### src/rtl/gdl_map.svh
// Register offsets, field positions, reset values and timing counts
`ifndef GDL_MAP_SVH
`define GDL_MAP_SVH

// ----------------------------------------------------------------
// Timing
// ----------------------------------------------------------------
`define GDL_CLK_PERIOD_PS 5000
`define GDL_MS_PS 1000000000
`define GDL_MS_CYCLES ((`GDL_MS_PS + `GDL_CLK_PERIOD_PS - 1) / `GDL_CLK_PERIOD_PS)
`define GDL_HOLD_S 5
`define GDL_HOLD_MS (`GDL_HOLD_S * 1000)
`define GDL_UPDATE_MS 75
`define GDL_TICK_W 18
`define GDL_MSCNT_W 13

// ----------------------------------------------------------------
// Register offsets (byte addresses)
// ----------------------------------------------------------------
`define GDL_ADDR_W 6
`define GDL_OFS_CTRL 6'h00
`define GDL_OFS_STATUS 6'h04
`define GDL_OFS_IRQ_STAT 6'h08
`define GDL_OFS_IRQ_MASK 6'h0C
`define GDL_OFS_TIME0 6'h10
`define GDL_OFS_TIME1 6'h14

// ----------------------------------------------------------------
// Fields and reset values
// ----------------------------------------------------------------
`define GDL_CTRL_ACCEPT_BIT 0
`define GDL_CTRL_RESET 1'b1
`define GDL_ST_LEFT_LSB 0
`define GDL_ST_RIGHT_LSB 8
`define GDL_ST_UP_BIT 16
`define GDL_ST_DOWN_BIT 17
`define GDL_ST_TONE_BIT 18
`define GDL_ST_BLANK_BIT 19
`define GDL_ST_STARS_BIT 20
`define GDL_ST_BUS_BIT 21
`define GDL_IRQ_W 4
`define GDL_IRQ_NEWMSG_BIT 0
`define GDL_IRQ_TIMEOUT_BIT 1
`define GDL_IRQ_BADCHAR_BIT 2
`define GDL_IRQ_LINKLOST_BIT 3
`define GDL_IRQ_MASK_RESET 4'h0

// ----------------------------------------------------------------
// Message encodings
// ----------------------------------------------------------------
`define GDL_CHAR_SPACE 8'h20
`define GDL_CHAR_STAR 8'h2A
`define GDL_CHAR_DASH 8'h2D
`define GDL_CHAR_0 8'h30
`define GDL_CHAR_9 8'h39
`define GDL_CHAR_A 8'h41
`define GDL_CHAR_Z 8'h5A
`define GDL_CTRL_BYTE7 8'h00
`define GDL_TONE_ON 2'h1

`endif

### src/rtl/gdl_pkg.sv
// Types shared by the gear display controller
`default_nettype none
package gdl_pkg;

	// Gray codes: down -> blank -> showing
	typedef enum logic [1:0] {
		GDL_LINK_DOWN = 2'h0,
		GDL_BLANK = 2'h1,
		GDL_SHOWING = 2'h3
	} gdl_link_t;

	typedef struct packed {
		logic busMeta;
		logic busSync;
		logic waitReq;
		logic [31:0] readData;
		logic acceptEn;
		logic [3:0] irqStat;
		logic [3:0] irqMask;
		logic [31:0] time0;
		logic [31:0] time1;
		logic [17:0] tick;
		logic [12:0] msCount;
		gdl_link_t link;
		logic [7:0] leftChar;
		logic [7:0] rightChar;
		logic upArrow;
		logic downArrow;
		logic toneOn;
		logic blank;
		logic stars;
		logic irq;
		logic tdValid;
		logic [63:0] tdData;
	} gdl_state_t;

endpackage
`default_nettype wire

### src/rtl/gdl_display_ctrl.sv
// In-cab gear display controller with Avalon-MM status and control
`timescale 1ns/1ps
`default_nettype none
`include "gdl_map.svh"

module gdl_display_ctrl #(
	parameter int unsigned MS_TICK_CYCLES = `GDL_MS_CYCLES,
	parameter int unsigned HOLD_MS = `GDL_HOLD_MS
) (
	input wire logic clock,
	input wire logic rstn,
	// Avalon-MM slave
	input wire logic [5:0] avsAddress,
	input wire logic avsRead,
	input wire logic avsWrite,
	input wire logic [31:0] avsWriteData,
	input wire logic [3:0] avsByteEnable,
	output logic [31:0] avsReadData,
	output logic avsWaitRequest,
	output logic irq,
	// Link side
	input wire logic busActive,
	input wire logic msgValid,
	input wire logic msgFromJ1587,
	input wire logic [7:0] msgByte7,
	input wire logic [7:0] msgByte8,
	input wire logic tdRequest,
	output logic tdValid,
	output logic [63:0] tdData,
	// Display
	output logic [7:0] leftChar,
	output logic [7:0] rightChar,
	output logic upArrow,
	output logic downArrow,
	output logic toneOn,
	output logic blank,
	output logic showStars
);

	// ----------------------------------------------------------------
	// Helpers
	// ----------------------------------------------------------------
	function automatic logic charSupported(input logic [7:0] c);
		return (c >= `GDL_CHAR_A && c <= `GDL_CHAR_Z) ||
			(c >= `GDL_CHAR_0 && c <= `GDL_CHAR_9) ||
			c == `GDL_CHAR_SPACE || c == `GDL_CHAR_DASH;
	endfunction

	function automatic logic [31:0] applyBe(input logic [31:0] old,
			input logic [31:0] wd, input logic [3:0] be);
		logic [31:0] r;
		r = old;
		for (int i = 0; i < 4; i++) begin
			if (be[i]) begin
				r[8*i +: 8] = wd[8*i +: 8];
			end
		end
		return r;
	endfunction

	localparam logic [17:0] TICK_LAST = 18'(MS_TICK_CYCLES - 1);
	localparam logic [12:0] HOLD_LAST = 13'(HOLD_MS - 1);

	gdl_pkg::gdl_state_t cur;
	gdl_pkg::gdl_state_t nxt;

	logic msTick;
	logic isCtrl;
	logic charOk;
	logic takeMsg;
	logic reqTaken;
	logic [31:0] statusWord;
	logic [3:0] irqSet;
	logic [3:0] irqClr;

	assign msTick = (cur.tick == TICK_LAST);
	// Messages from either link share one path
	assign takeMsg = msgValid && cur.busSync && cur.acceptEn;
	assign isCtrl = (msgByte7 == `GDL_CTRL_BYTE7);
	assign charOk = charSupported(msgByte7) && charSupported(msgByte8);
	assign reqTaken = (avsRead || avsWrite) && !cur.waitReq;

	always_comb begin
		statusWord = 32'h0;
		statusWord[`GDL_ST_LEFT_LSB +: 8] = cur.leftChar;
		statusWord[`GDL_ST_RIGHT_LSB +: 8] = cur.rightChar;
		statusWord[`GDL_ST_UP_BIT] = cur.upArrow;
		statusWord[`GDL_ST_DOWN_BIT] = cur.downArrow;
		statusWord[`GDL_ST_TONE_BIT] = cur.toneOn;
		statusWord[`GDL_ST_BLANK_BIT] = cur.blank;
		statusWord[`GDL_ST_STARS_BIT] = cur.stars;
		statusWord[`GDL_ST_BUS_BIT] = cur.busSync;
	end

	// ----------------------------------------------------------------
	// Next state
	// ----------------------------------------------------------------
	always_comb begin
		nxt = cur;
		irqSet = 4'h0;
		irqClr = 4'h0;
		nxt.busMeta = busActive;
		nxt.busSync = cur.busMeta;
		// Restart the ms tick on each message so the hold is never short
		nxt.tick = (msTick || takeMsg) ? 18'h0 : cur.tick + 18'h1;
		nxt.tdValid = 1'b0;

		// Bus slave: answer one cycle after the request appears
		nxt.waitReq = 1'b1;
		if ((avsRead || avsWrite) && cur.waitReq) begin
			nxt.waitReq = 1'b0;
			nxt.readData = 32'h0;
			if (avsRead) begin
				unique case (avsAddress)
					`GDL_OFS_CTRL: nxt.readData = {31'h0, cur.acceptEn};
					`GDL_OFS_STATUS: nxt.readData = statusWord;
					`GDL_OFS_IRQ_STAT: nxt.readData = {28'h0, cur.irqStat};
					`GDL_OFS_IRQ_MASK: nxt.readData = {28'h0, cur.irqMask};
					`GDL_OFS_TIME0: nxt.readData = cur.time0;
					`GDL_OFS_TIME1: nxt.readData = cur.time1;
					default: nxt.readData = 32'h0;
				endcase
			end
		end
		if (reqTaken && avsWrite) begin
			unique case (avsAddress)
				`GDL_OFS_CTRL: begin
					if (avsByteEnable[0]) begin
						nxt.acceptEn = avsWriteData[`GDL_CTRL_ACCEPT_BIT];
					end
				end
				`GDL_OFS_IRQ_MASK: begin
					if (avsByteEnable[0]) begin
						nxt.irqMask = avsWriteData[3:0];
					end
				end
				`GDL_OFS_TIME0: nxt.time0 = applyBe(cur.time0, avsWriteData,
					avsByteEnable);
				`GDL_OFS_TIME1: nxt.time1 = applyBe(cur.time1, avsWriteData,
					avsByteEnable);
				default: ;
			endcase
		end
		// Only the bits actually returned are cleared, so later events survive
		if (reqTaken && avsRead && avsAddress == `GDL_OFS_IRQ_STAT) begin
			irqClr = cur.readData[3:0];
		end

		// Time and date answer, all eight byte fields in one word
		if (tdRequest) begin
			nxt.tdValid = 1'b1;
			nxt.tdData = {cur.time1, cur.time0};
		end

		// Display path; takes messages only once busSync is high, which reset clears
		if (cur.link != gdl_pkg::GDL_LINK_DOWN && msTick &&
				cur.msCount != HOLD_LAST) begin
			nxt.msCount = cur.msCount + 13'h1;
		end
		if (!cur.busSync) begin
			if (cur.link != gdl_pkg::GDL_LINK_DOWN) begin
				irqSet[`GDL_IRQ_LINKLOST_BIT] = 1'b1;
			end
			nxt.link = gdl_pkg::GDL_LINK_DOWN;
			nxt.leftChar = `GDL_CHAR_STAR;
			nxt.rightChar = `GDL_CHAR_STAR;
			nxt.upArrow = 1'b0;
			nxt.downArrow = 1'b0;
			nxt.toneOn = 1'b0;
			nxt.blank = 1'b0;
			nxt.stars = 1'b1;
			nxt.msCount = 13'h0;
		end else if (takeMsg && isCtrl) begin
			// Characters stay; reserved upper bits are not looked at
			nxt.upArrow = msgByte8[0];
			nxt.downArrow = msgByte8[1];
			nxt.toneOn = (msgByte8[3:2] == `GDL_TONE_ON);
			nxt.msCount = 13'h0;
			irqSet[`GDL_IRQ_NEWMSG_BIT] = 1'b1;
		end else if (takeMsg && charOk) begin
			nxt.link = gdl_pkg::GDL_SHOWING;
			nxt.leftChar = msgByte7;
			nxt.rightChar = msgByte8;
			nxt.blank = 1'b0;
			nxt.stars = 1'b0;
			nxt.msCount = 13'h0;
			irqSet[`GDL_IRQ_NEWMSG_BIT] = 1'b1;
		end else if (takeMsg || cur.link == gdl_pkg::GDL_LINK_DOWN ||
				(cur.link == gdl_pkg::GDL_SHOWING && msTick &&
				cur.msCount == HOLD_LAST)) begin
			if (takeMsg) begin
				irqSet[`GDL_IRQ_BADCHAR_BIT] = 1'b1;
			end else if (cur.link == gdl_pkg::GDL_SHOWING) begin
				irqSet[`GDL_IRQ_TIMEOUT_BIT] = 1'b1;
			end
			nxt.link = gdl_pkg::GDL_BLANK;
			nxt.leftChar = `GDL_CHAR_SPACE;
			nxt.rightChar = `GDL_CHAR_SPACE;
			nxt.upArrow = 1'b0;
			nxt.downArrow = 1'b0;
			nxt.toneOn = 1'b0;
			nxt.blank = 1'b1;
			nxt.stars = 1'b0;
			nxt.msCount = 13'h0;
		end

		// Set wins over a clear in the same cycle
		nxt.irqStat = (cur.irqStat & ~irqClr) | irqSet;
		nxt.irq = |(nxt.irqStat & cur.irqMask);
	end

	// ----------------------------------------------------------------
	// State register
	// ----------------------------------------------------------------
	always_ff @(posedge clock) begin
		if (!rstn) begin
			cur <= '0;
			cur.waitReq <= 1'b1;
			cur.acceptEn <= `GDL_CTRL_RESET;
			cur.irqMask <= `GDL_IRQ_MASK_RESET;
			cur.link <= gdl_pkg::GDL_LINK_DOWN;
			cur.leftChar <= `GDL_CHAR_STAR;
			cur.rightChar <= `GDL_CHAR_STAR;
			cur.stars <= 1'b1;
		end else begin
			cur <= nxt;
		end
	end

	// Two character cells, two arrows, tone, blank, stars, interrupt, Avalon and time and date outputs
	assign leftChar = cur.leftChar;
	assign rightChar = cur.rightChar;
	assign upArrow = cur.upArrow;
	assign downArrow = cur.downArrow;
	assign toneOn = cur.toneOn;
	assign blank = cur.blank;
	assign showStars = cur.stars;
	assign irq = cur.irq;
	assign avsReadData = cur.readData;
	assign avsWaitRequest = cur.waitReq;
	assign tdValid = cur.tdValid;
	assign tdData = cur.tdData;

	// ----------------------------------------------------------------
	// Checks
	// ----------------------------------------------------------------
	AST_CHAR_UPDATE: assert property (@(posedge clock) disable iff (!rstn)
		cur.busSync && takeMsg && !isCtrl && charOk |=>
		leftChar == $past(msgByte7) && rightChar == $past(msgByte8) &&
		!blank) else $error("character message not shown next cycle");

	AST_CTRL_KEEP: assert property (@(posedge clock) disable iff (!rstn)
		cur.busSync && takeMsg && isCtrl |=>
		$stable(leftChar) && $stable(rightChar))
		else $error("control message changed characters");

	AST_ARROWS: assert property (@(posedge clock) disable iff (!rstn)
		cur.busSync && takeMsg && isCtrl |=>
		upArrow == $past(msgByte8[0]) && downArrow == $past(msgByte8[1]))
		else $error("arrow bits not applied");

	AST_TONE: assert property (@(posedge clock) disable iff (!rstn)
		cur.busSync && takeMsg && isCtrl && msgByte8[3] |=> !toneOn)
		else $error("undefined tone pattern turned tone on");

	AST_STARS: assert property (@(posedge clock) disable iff (!rstn)
		!cur.busSync |=> showStars && leftChar == `GDL_CHAR_STAR &&
		rightChar == `GDL_CHAR_STAR) else $error("stars missing bus down");

	AST_BADCHAR: assert property (@(posedge clock) disable iff (!rstn)
		cur.busSync && takeMsg && !isCtrl && !charOk |=> blank && !showStars)
		else $error("unsupported character not blanked");

	AST_HOLD: assert property (@(posedge clock) disable iff (!rstn)
		cur.link == gdl_pkg::GDL_SHOWING && cur.busSync && !takeMsg &&
		cur.msCount != HOLD_LAST |=> !blank)
		else $error("message blanked before hold time");

	AST_TIMEOUT: assert property (@(posedge clock) disable iff (!rstn)
		cur.link == gdl_pkg::GDL_SHOWING && cur.busSync && !takeMsg &&
		msTick && cur.msCount == HOLD_LAST |=> blank)
		else $error("silence did not blank display");

	AST_TD_ANSWER: assert property (@(posedge clock) disable iff (!rstn)
		tdRequest |=> tdValid && tdData == {$past(cur.time1), $past(cur.time0)})
		else $error("time and date answer wrong");

endmodule // gdl_display_ctrl
`default_nettype wire

### config.mk
export PLATFORM = sky130hd
export DESIGN_NAME = gdl_display_ctrl
export DESIGN_NICKNAME = d
export VERILOG_FILES = /design/src/rtl/gdl_pkg.sv /design/src/rtl/gdl_display_ctrl.sv
export VERILOG_INCLUDE_DIRS = /design/src /design/src/rtl
export SDC_FILE = /design/constraint.sdc
export NUM_CORES = 1
export LEC_CHECK = 0
export ABC_AREA = 1
export BUFFER_PORTS_ARGS = -buffer_cell sky130_fd_sc_hd__buf_2
export CELL_PAD_IN_SITES_DETAIL_PLACEMENT = 1
export CELL_PAD_IN_SITES_GLOBAL_PLACEMENT = 1
export CORE_ASPECT_RATIO = 1.1
export CORE_MARGIN = 2
export CORE_UTILIZATION = 42
export CTS_BUF_LIST = sky130_fd_sc_hd__clkbuf_2
export DETAILED_ROUTE_END_ITERATION = 16
export HOLD_SLACK_MARGIN = 0.12
export PLACE_DENSITY = 0.81
export SYNTH_ARGS = -nofsm -noshare
export SYNTH_HDL_FRONTEND = slang
export SYNTH_SLANG_ARGS = --single-unit
### constraint.sdc
create_clock -name clock -period 2 [get_ports clock]
set_input_delay 0.3 -clock clock [delete_from_list [all_inputs] [get_ports clock]]
set_output_delay 0.3 -clock clock [all_outputs]
set_load 0.01 [all_outputs]
Word level (Yosys, flattened, before mapping)
Cells that the tools add are included.
{ "op_classes": {"n_lt_le_gt_ge": 8, "addsub": 2, "reduce_logical": 51, "mux": 21, "n_eq_ne": 15, "n_bitwise": 7} }
{ "ops": {"columns": ["operator", "count"], "rows": [
  ["case mux 32 bit (6 select lines)", 1],
  ["two-way mux 65 bit", 1],
  ["two-way mux 33 bit", 1],
  ["equality test 8 x 6 -> 1 bit (second input constant)", 4],
  ["two-way mux 32 bit", 1],
  ["AND reduction 3 bit", 10],
  ["two-way mux 23 bit", 1],
  ["adder 18 x 1 -> 18 bit (second input constant)", 1],
  ["equality test 18 bit (second input constant)", 1],
  ["logical AND 1 bit", 18],
  ["two-way mux 18 bit", 1],
  [">= comparator 8 x 6 -> 1 bit (second input constant)", 2],
  [">= comparator 8 x 7 -> 1 bit (second input constant)", 2],
  ["less-or-equal comparator 8 x 6 -> 1 bit (second input constant)", 2],
  ["less-or-equal comparator 8 x 7 -> 1 bit (second input constant)", 2],
  ["adder 13 x 1 -> 13 bit (second input constant)", 1],
  ["equality test 13 bit (second input constant)", 1],
  ["inequality test 13 bit (second input constant)", 1],
  ["equality test 6 x 4 -> 1 bit (second input constant)", 2],
  ["equality test 6 x 5 -> 1 bit (second input constant)", 2],
  ["logical OR 1 bit", 10],
  ["two-way mux 3 bit", 3],
  ["AND 4 bit", 2],
  ["logical NOT 8 bit", 1],
  ["other kinds (18)", 33]
]} }
{ "word_totals": {"out_inout_bits": 120, "ff_bits": 228, "wordCells": 132, "in_bits": 66} }

Longest topological paths before layout
Gate-level depths: netlist of the first run.
{ "depth": {"depth_word": 13, "depth_mapped": 14, "mapped_depth_nobuf": 13} }

Worst setup path before layout of the first run
OpenSTA, ideal clock, no wires.
{ "synth_path": {"kind": "reg-to-reg", "from": "reg cur[102] in the netlist's numbering", "to": "reg leftChar[3] (netlist name)", "t_required_ns": 1.884, "t_arrival_ns": 1.709, "n_path_buf": 1, "path_slack_ns": 0.175, "period_less_slack_ns": 1.825, "stages_incl_launch_ff": 14, "setup_ns": 0.116, "path_cell_list": "dfxtp_1 > ha_1 > nand3_2 > nor2_4 > nand2_4 > nor2_8 > nand2_2 > nand2_2 > nor2_2 > nor2_4 > inv_2 > buf_6 > a21oi_4 > o21ai_2"} }
{ "synth_via": {"elab_chain_len": 6} }
{ "synth_lines": {"columns": ["item", "line", "rtl"], "rows": [
  ["start: declaration", "gdl_display_ctrl.sv:64", "gdl_pkg::gdl_state_t cur;"],
  ["start signal: assignment", "gdl_display_ctrl.sv:226", "cur <= nxt;"],
  ["equality test 18 bit", "gdl_display_ctrl.sv:76", "assign msTick = (cur.tick == TICK_LAST);"],
  ["logical AND 1 bit (2 in a row)", "gdl_display_ctrl.sv:189", "(cur.link == gdl_pkg::GDL_SHOWING && msTick &&"],
  ["logical OR 1 bit", "gdl_display_ctrl.sv:188", "end else if (takeMsg || cur.link == gdl_pkg::GDL_LINK_DOWN ||"],
  ["nonzero test 2 bit (no source line)", null, null],
  ["AND reduction 2 bit (no source line)", null, null]
]} }
No other way between the ends.
A chain may end at the register's enable or synchronous reset.

Worst setup path in the final report of the first run
{ "layout_path": {"from": "in avsAddress[5]", "to": "reg cur, in the netlist avsReadData[6]"} }
{ "layout_via": {"elab_chain_len": 3, "word_cells_on_any_way": 8, "cone_classes": "eq/ne (5); mux (2); reduce/logical (1)"} }
{ "layout_lines": {"columns": ["item", "line", "rtl"], "rows": [
  ["start: declaration", "gdl_display_ctrl.sv:13", "input wire logic [5:0] avsAddress,"],
  ["equality test 6 x 5 -> 1 bit (tied with other cells)", "gdl_display_ctrl.sv:114", "unique case (avsAddress)"],
  ["case mux 32 bit (6 select lines) *", "gdl_display_ctrl.sv:114", null],
  ["two-way mux 32 bit *", "gdl_display_ctrl.sv:113", "if (avsRead) begin"]
]} }
Mark *: on every way between the ends. The rest lies on a longest branch, timed or not.

==> impl_metrics.py, run 1 <==
metrics = {
    "global_routing": {
        "grt_first_pass_wirelength_um": 51400,
        "grtUsageMet3": 0.0610,
        "largest_net_degree_at_the_start_of_global_routing": 140,
        "grt.overflow.total": 0,
        "globalRoute.busiestLayer": "met2",
        "grtUsageMet2": 0.443,
        "grt_pass1_vias": 10000,
        "global_route.usage.met1": 0.306,
        "grt_use_total": 0.254,
        "antenna_found_initial": 1,
    },
    "sta": {
        "final_min_period_over_clock_period": 0.961,
        "layout_min_cycle_time_ns": 1.92,
        "max_slew.worst_pin.slew_ns": 0.614,
        "clock_skew_ns": 0.0640,
        "max_freq_ghz": 0.520,
        "finalWorstSetupSlack_ns": 0.0786,
        "setup_viol": 0,
        "final-hold-violation-count": 0,
        "worst_relative_slew_slack": 0.591,
        "final_max_slew_viol_count": 0,
    },
    "status": {
        "run_status": "finished, final reports clean",
    },
    "worst_setup_path": {
        "worstPathArrival_ns": 2.63,
        "setup.worst_path.class": "in2reg",
        "critPathBufInv": 5,
        "critPathMostFrequentCell": "dlygate4sd3_1",
        "cp_data_required_time_ns": 2.71,
        "worstSetupEndpointType": "flop",
        "crit_path_max_fanout": 19,
        "worst_path_max_delay_cell": "dlygate4sd3_1",
        "critical_path.max_stage_delay_ns": 0.63,
        "path_cells": "buf_2 > dlygate4sd3_1 > nor2_1 > inv_1 > a21oi_4 > dlygate4sd3_1 > buf_6 > nand2_1 > a21oi_1",
        "startpoint_type": "input port",
        "crit_path_leading_delay_family": "buffers and inverters",
    },
    "synth": {
        "netlist_instances": 1352,
        "syn-cell-area_um2": 10100,
        "synth.top_cell.area_share": 0.454,
        "avgSynthCellArea_um2": 7.44,
        "synth_area_leaders": "dfxtp_1 45%, buf_4 8.4%, nand2_1 8.3%",
        "ys_seq_area_frac": 0.454,
        "synth.ff_latch_count": 228,
        "syn_nets": 1420,
        "synth_flop_cell": "dfxtp_1",
        "synth_edf_count": 0,
        "synth_cell_type_count": 43,
        "yosys.area.top_type": "dfxtp_1",
        "synth.yosys.warnings": 0,
        "async_flop_share": 0,
    },
    "pwr": {
        "seq_power_share": 0.559,
        "comb_power_share": 0.085,
        "cellInternalPower_mw": 5.99,
        "power.share.switching": 0.283,
        "powerDensity_nw_per_um2": 693,
        "leakagePower_nw": 5.06,
        "power.switching_mw": 2.36,
        "clock_power_share": 0.356,
        "vdd_ir_drop_max_v": 0.000314,
    },
    "die": {
        "initial_core_util": 0.426,
        "die-area_um2": 25200,
        "chipHeight_um": 166,
        "row_count": 59,
        "i_o_pin_count": 186,
        "design.core.area_um2": 23600,
        "fp.dieW_um": 152,
    },
    "cells_and_area": {
        "most_common_cell_after_layout_fill_and_taps_aside": "dfxtp_1",
        "multi_input_area_um2": 4050,
        "seqCellArea_um2": 4570,
        "post_route_cells_drive_above_1_share": 0.224,
        "area_growth_pct": 19.7,
        "fin_nets": 1622,
        "post_layout_nonfiller_instances": 1894,
        "fill_cells": 3050,
        "mostFrequentLayoutCells": "227 x dfxtp_1, 219 x nand2_1, 183 x buf_2",
    },
    "drt": {
        "dr.first_iter.drc_count": 349,
        "wl_per_cell_um": 17.4,
        "post_drt_via_cell_ratio": 5.08,
        "finalWirelength_um": 32900,
        "remaining_drc_errors": 0,
        "drt.antenna.violating_nets": 0,
        "dr.pass1.iters": 5,
        "routed-via-count": 9622,
    },
    "clock_network": {
        "clk_pin_slew_ns": 0.10,
        "clockBufferDepth": 3,
        "cts_root_buffer": "clkbuf_2",
        "tritoncts_num_sinks": 228,
        "tritoncts": "yes",
        "cts_made_buffers": 56,
        "cts.htree.levels": 2,
        "worst_skew_pair.late_latency_ns": 0.83,
    },
    "job": {
        "drv_cap": 0,
    },
    "placed_design": {
        "dpl.hpwl_um": 22100,
        "placement.setup.worst_slack_ns": -0.175,
        "placed_cells": 1709,
        "io_buffer_count": 184,
        "gp_routability_congestion": 0.842,
    },
    "hold_path": {
        "min-delay-path-class": "in2reg",
    },
}
[registers in the layout, summed over array words and instances, names as in the netlist, 8 cells and up]
register and cells:
cur 108, tdData 64, avsReadData 32, leftChar 8
rightChar 8
[power by group through the flow]
stage	clock [mW]	combinational, mW	sequential (mW)
after global routing	3.29	0.781	4.68
after CTS	3.08	0.691	4.66
after floorplan	0	0.392	4.75
after detailed placement	0	0.579	4.77
after global placement	0	0.561	4.77
final	2.97	0.710	4.67
[synth_stat cells (2+ instances only)]
| master | instances |
|---|---|
| nand3_1 | 36 |
| clkinv_1 | 3 |
| xor2_1 | 8 |
| nor4_1 | 3 |
| a22oi_1 | 7 |
| inv_2 | 4 |
| buf_4 | 112 |
| or2_2 | 2 |
| buf_1 | 3 |
| nor2_4 | 3 |
| o21ai_0 | 159 |
| a31oi_1 | 3 |
| nand3_2 | 3 |
| ha_1 | 2 |
| inv_1 | 109 |
| nand2_2 | 4 |
| nor2_1 | 175 |
| nand2_1 | 222 |
| buf_6 | 2 |
| o221ai_1 | 4 |
| dfxtp_1 | 228 |
| o22ai_1 | 4 |
| clkbuf_1 | 45 |
| a22o_1 | 2 |
| nor3_1 | 17 |
| buf_2 | 6 |
| nand4_1 | 13 |
| o211ai_1 | 15 |
| a21oi_1 | 144 |
[final timing paths]
path	cells after the start	slack (ns)	from	to
worst min register to register	2	0.43	cur[227]	cur[226]
worst max register to register	10	0.09	cur[102]	cur[98]
worst max-delay path	9	0.08	avsAddress[5]	avsReadData[6]
worst min-delay path	7	0.21	avsAddress[3]	avsReadData[3]
[metrics by stage]
step / util / power (mW) / instance area (um2) / TNS, ns / hold slack (ns)
after global routing: 0.510 / 8.75 / 12000 / -0.0363 / 0.180
after global placement: 0.450 / 5.33 / 10600 / -0.479 / 0.402
final: 0.510 / 8.35 / 12000 / 0 / 0.207
after detailed placement: 0.450 / 5.35 / 10600 / -1.75 / 0.406
after CTS: 0.504 / 8.43 / 11900 / 0 / 0.127
after floorplan: - / 5.15 / 10100 / 0 / 0.390
[cell families (layout without fill, tap and decap cells)]
logic type	Yosys count	in the layout	share of synthesized area
buf+inv	284	520	0.150
fa+ha+maj	2	2	0.00249
xor+xnor	9	9	0.00784
flops	228	228	0.454
compound gates	344	344	0.182
simple gates	485	485	0.204
other cells	0	1	0
[layout make-up]
type,instances,share of cell area
Clock buffer,81,0.0337
Tap cell,305,0.0317
Sequential cell,228,0.379
Multi-Input combinational cell,840,0.336
Timing Repair Buffer,312,0.178
Inverter,116,0.0367
Clock inverter,11,0.00426
Antenna cell,1,0.000208
[timing repair]
item                                    CTS  global route
gates cloned                              0             0
hold buffers                             82             0
setup buffers                             1             9
hold endpoints to repair                217             0
pin swaps                                 1             3
endpoints found under the setup margin    1            48
gates resized for setup                   0            22
[layer usage]
| metal | wire, um | part of all wire |
|---|---|---|
| met3 | 1910 | 0.058 |
| met1 | 13900 | 0.42 |
| met2 | 16200 | 0.49 |
| met5 | 0 | 0 |
| met4 | 881 | 0.027 |
[tightest hold or removal path: stages]
cell and delay [ns]:
buf_2 0.13, nand4_1 0.13, inv_1 0.09, nand2_1 0.07, nand4_1 0.10, nand2_1 0.07
a21oi_1 0.05
(Power assumes the default switching activity.)
==> run 2: changes to the inputs <==
--- a/config.mk
+++ b/config.mk
@@ -7,6 +7,7 @@
 export NUM_CORES = 1
 export LEC_CHECK = 0
 export ABC_AREA = 1
+export ABC_CLOCK_PERIOD_IN_PS = 2000
 export BUFFER_PORTS_ARGS = -buffer_cell sky130_fd_sc_hd__buf_2
 export CELL_PAD_IN_SITES_DETAIL_PLACEMENT = 1
 export CELL_PAD_IN_SITES_GLOBAL_PLACEMENT = 1
@@ -17,6 +18,8 @@
 export DETAILED_ROUTE_END_ITERATION = 16
 export HOLD_SLACK_MARGIN = 0.12
 export PLACE_DENSITY = 0.81
+export REMOVE_ABC_BUFFERS = 1
+export SETUP_SLACK_MARGIN = 0.2
 export SYNTH_ARGS = -nofsm -noshare
 export SYNTH_HDL_FRONTEND = slang
 export SYNTH_SLANG_ARGS = --single-unit
==> run 2 against run 1 <==
Net effect: non-clock buffer count grew 10; critical endpoint is now leftChar[3]; maximum frequency grew 2.2%; sequential cell count is the same; clock power about the same; cell area up 2.3%; first-iteration DRC count is 34% higher; largest power group unchanged; wire length up 2.3%; combinational power increased by 4.9%.
==> impl_metrics.py, run 2 (synthesis gave the netlist of run 1 again) <==
metrics = {
    "clock_network": {
        "clockBufferDepth": 3,
        "tritoncts_num_sinks": 228,
        "worst_skew_pair.late_latency_ns": 0.87,
        "clk_pin_slew_ns": 0.11,
        "cts.htree.levels": 2,
        "cts_made_buffers": 58,
        "cts_root_buffer": "clkbuf_2",
        "tritoncts": "yes",
    },
    "sta": {
        "max_slew.worst_pin.slew_ns": 0.636,
        "finalWorstSetupSlack_ns": 0.121,
        "worst_relative_slew_slack": 0.576,
        "max_freq_ghz": 0.532,
        "setup_viol": 0,
        "clock_skew_ns": 0.0788,
        "fin_setup_tns_ns": 0,
        "final_max_slew_viol_count": 0,
        "final_min_period_over_clock_period": 0.940,
        "grt_setup_unrepaired": "true",
        "final-hold-violation-count": 0,
        "layout_min_cycle_time_ns": 1.88,
    },
    "global_routing": {
        "grt.overflow.total": 0,
        "grt_pass1_vias": 10300,
        "antenna_found_initial": 2,
        "grt_first_pass_wirelength_um": 52300,
        "largest_net_degree_at_the_start_of_global_routing": 98,
        "grt_use_total": 0.260,
    },
    "job": {
        "drv_cap": 0,
    },
    "worst_setup_path": {
        "critical_path.max_stage_delay_ns": 0.37,
        "crit_path_max_fanout": 7,
        "critPathBufInv": 2,
        "rr_worst_depth": 13,
        "cp_data_required_time_ns": 2.73,
        "setup.worst_path.class": "reg2reg",
        "worst_r2r_endpoint": "leftChar[3]",
        "worst_path_max_delay_cell": "dfxtp_2",
        "path_cells": "ha_4 > nand3_4 > nor2_4 > nand2_4 > nor2_8 > nand2_2 > nand2_2 > nor2_4 > nor2_4 > clkinv_4 > buf_6 > a21oi_4 > o21ai_2",
        "rrSetupSlack_ns": 0.12,
        "crit_path_leading_delay_family": "simple AND/OR/NAND/NOR gates",
        "reg2reg_from": "cur[102]",
        "startpoint_type": "flop",
        "worstSetupPathDepth": 13,
        "worstPathArrival_ns": 2.61,
        "critPathMostFrequentCell": "nor2_4",
        "worstSetupEndpointType": "flop",
    },
    "cells_and_area": {
        "number_of_flip_flops_under_the_largest_register_name": 108,
        "layout.core_utilization": 0.521,
        "top_register": "cur",
        "fin_nets": 1634,
        "most_common_cell_after_layout_fill_and_taps_aside": "nand2_1",
        "post_route_cells_drive_above_1_share": 0.256,
        "area_growth_pct": 22.5,
        "post_layout_nonfiller_instances": 1902,
        "mostFrequentLayoutCells": "219 x nand2_1, 204 x dfxtp_1, 178 x buf_2",
    },
    "drt": {
        "dr.pass1.iters": 5,
        "dr.first_iter.drc_count": 466,
        "post_drt_via_cell_ratio": 5.15,
        "remaining_drc_errors": 0,
        "routed-via-count": 9796,
        "wl_per_cell_um": 17.7,
        "drt.antenna.violating_nets": 0,
        "finalWirelength_um": 33600,
    },
    "die": {
        "i_o_pin_count": 186,
        "design.core.area_um2": 23600,
        "fp.dieW_um": 152,
        "initial_core_util": 0.426,
        "chipHeight_um": 166,
        "die-area_um2": 25200,
        "row_count": 59,
    },
    "placed_design": {
        "placement.setup.worst_slack_ns": -0.0143,
        "gp_routability_congestion": 0.844,
        "dpl.hpwl_um": 21400,
        "io_buffer_count": 184,
        "placed_cells": 1706,
    },
    "hold_path": {
        "hold_path_startpoint": "avsAddress[1]",
        "min_delay_worst_endpoint": "avsReadData[26]",
        "min-delay-path-class": "in2reg",
        "whs_path_depth": 8,
    },
    "status": {
        "run_status": "finished, final reports clean",
    },
    "pwr": {
        "leakagePower_nw": 5.18,
        "finalPower_mw": 8.39,
        "powerDensity_nw_per_um2": 681,
        "vdd_ir_drop_max_v": 0.000424,
    },
}
[run 2: cell types whose count changed in the layout (fill, tap and decap cells not counted), moves of 3 or more]
cell	previous run	this run
clkinv_1	11	8
o21ai_1	1	7
o21ai_0	158	152
nor2_2	5	11
buf_2	183	178
buf_4	42	50
buf_6	1	8
dfxtp_1	227	204
a21oi_1	143	137
dfxtp_2	1	22
a21oi_2	0	6
nand3_1	36	33
nor2_1	170	163
[run 2: what timing repair did]
item | in CTS | in global routing
hold buffers | 82 | 0
endpoints found under the hold margin | 214 | 0
setup buffers | 8 | 17
pin swaps | 6 | 17
resized for setup | 15 | 77
endpoints found under the setup margin | 46 | 78
[run 2: final cells by class]
type / instances / area (um2)
inverters: 116 / 443
diodes: 2 / 5.00
clock inverters: 10 / 48.8
repair buffers: 322 / 2280
fillers: 3054 / 11300
well taps: 305 / 382
clock buffers: 79 / 395
flip-flops and latches: 228 / 4600
multi-input cells: 840 / 4170
[run 2: where the power goes]
part	leakage (nW)	internal (mW)	switching [mW]
logic	2.97	0.302	0.443
clock network	0.352	1.05	1.93
registers	1.86	4.62	0.0488
total	5.18	5.97	2.42
[run 2: through the flow]
| stage | area (um2) | hold slack, ns |
|---|---|---|
| floorplan | 8980 | 0.389 |
| global placement | 10600 | 0.406 |
| detailed placement | 10600 | 0.422 |
| CTS | 12000 | 0.140 |
| global route | 12300 | 0.139 |
| finish | 12300 | 0.212 |
[run 2: how the worst max path moves through the flow]
stage,start,to,slack [ns]
2_1_floorplan,avsAddress[1],cur[152],-0.64
3_3_place_gp,cur[102],cur[117],0.04
3_5_place_dp,avsAddress[1],cur[153],-0.01
4_1_cts,cur[103],rightChar[1],0.20
5_1_grt,cur[90],leftChar[3],-0.01
6_report,cur[102],leftChar[3],0.12
[run 2: layer usage]
| metal | global-route usage | wire length (um) | vias to the layer above |
|---|---|---|---|
| met5 | 0 | 0 | - |
| met4 | 0.0789 | 797 | 0 |
| met3 | 0.0731 | 2250 | 61 |
| met2 | 0.456 | 17000 | 259 |
| met1 | 0.305 | 13600 | 4731 |
| li1 | - | - | 4745 |
[run 2: worst register-to-register path, cell delays in order, from the launching register on]
cell	delay [ns]
dfxtp_2	0.37
ha_4	0.15
nand3_4	0.11
nor2_4	0.13
nand2_4	0.09
nor2_8	0.13
nand2_2	0.06
nand2_2	0.09
nor2_4	0.06
nor2_4	0.17
clkinv_4	0.11
buf_6	0.16
a21oi_4	0.11
o21ai_2	0.05
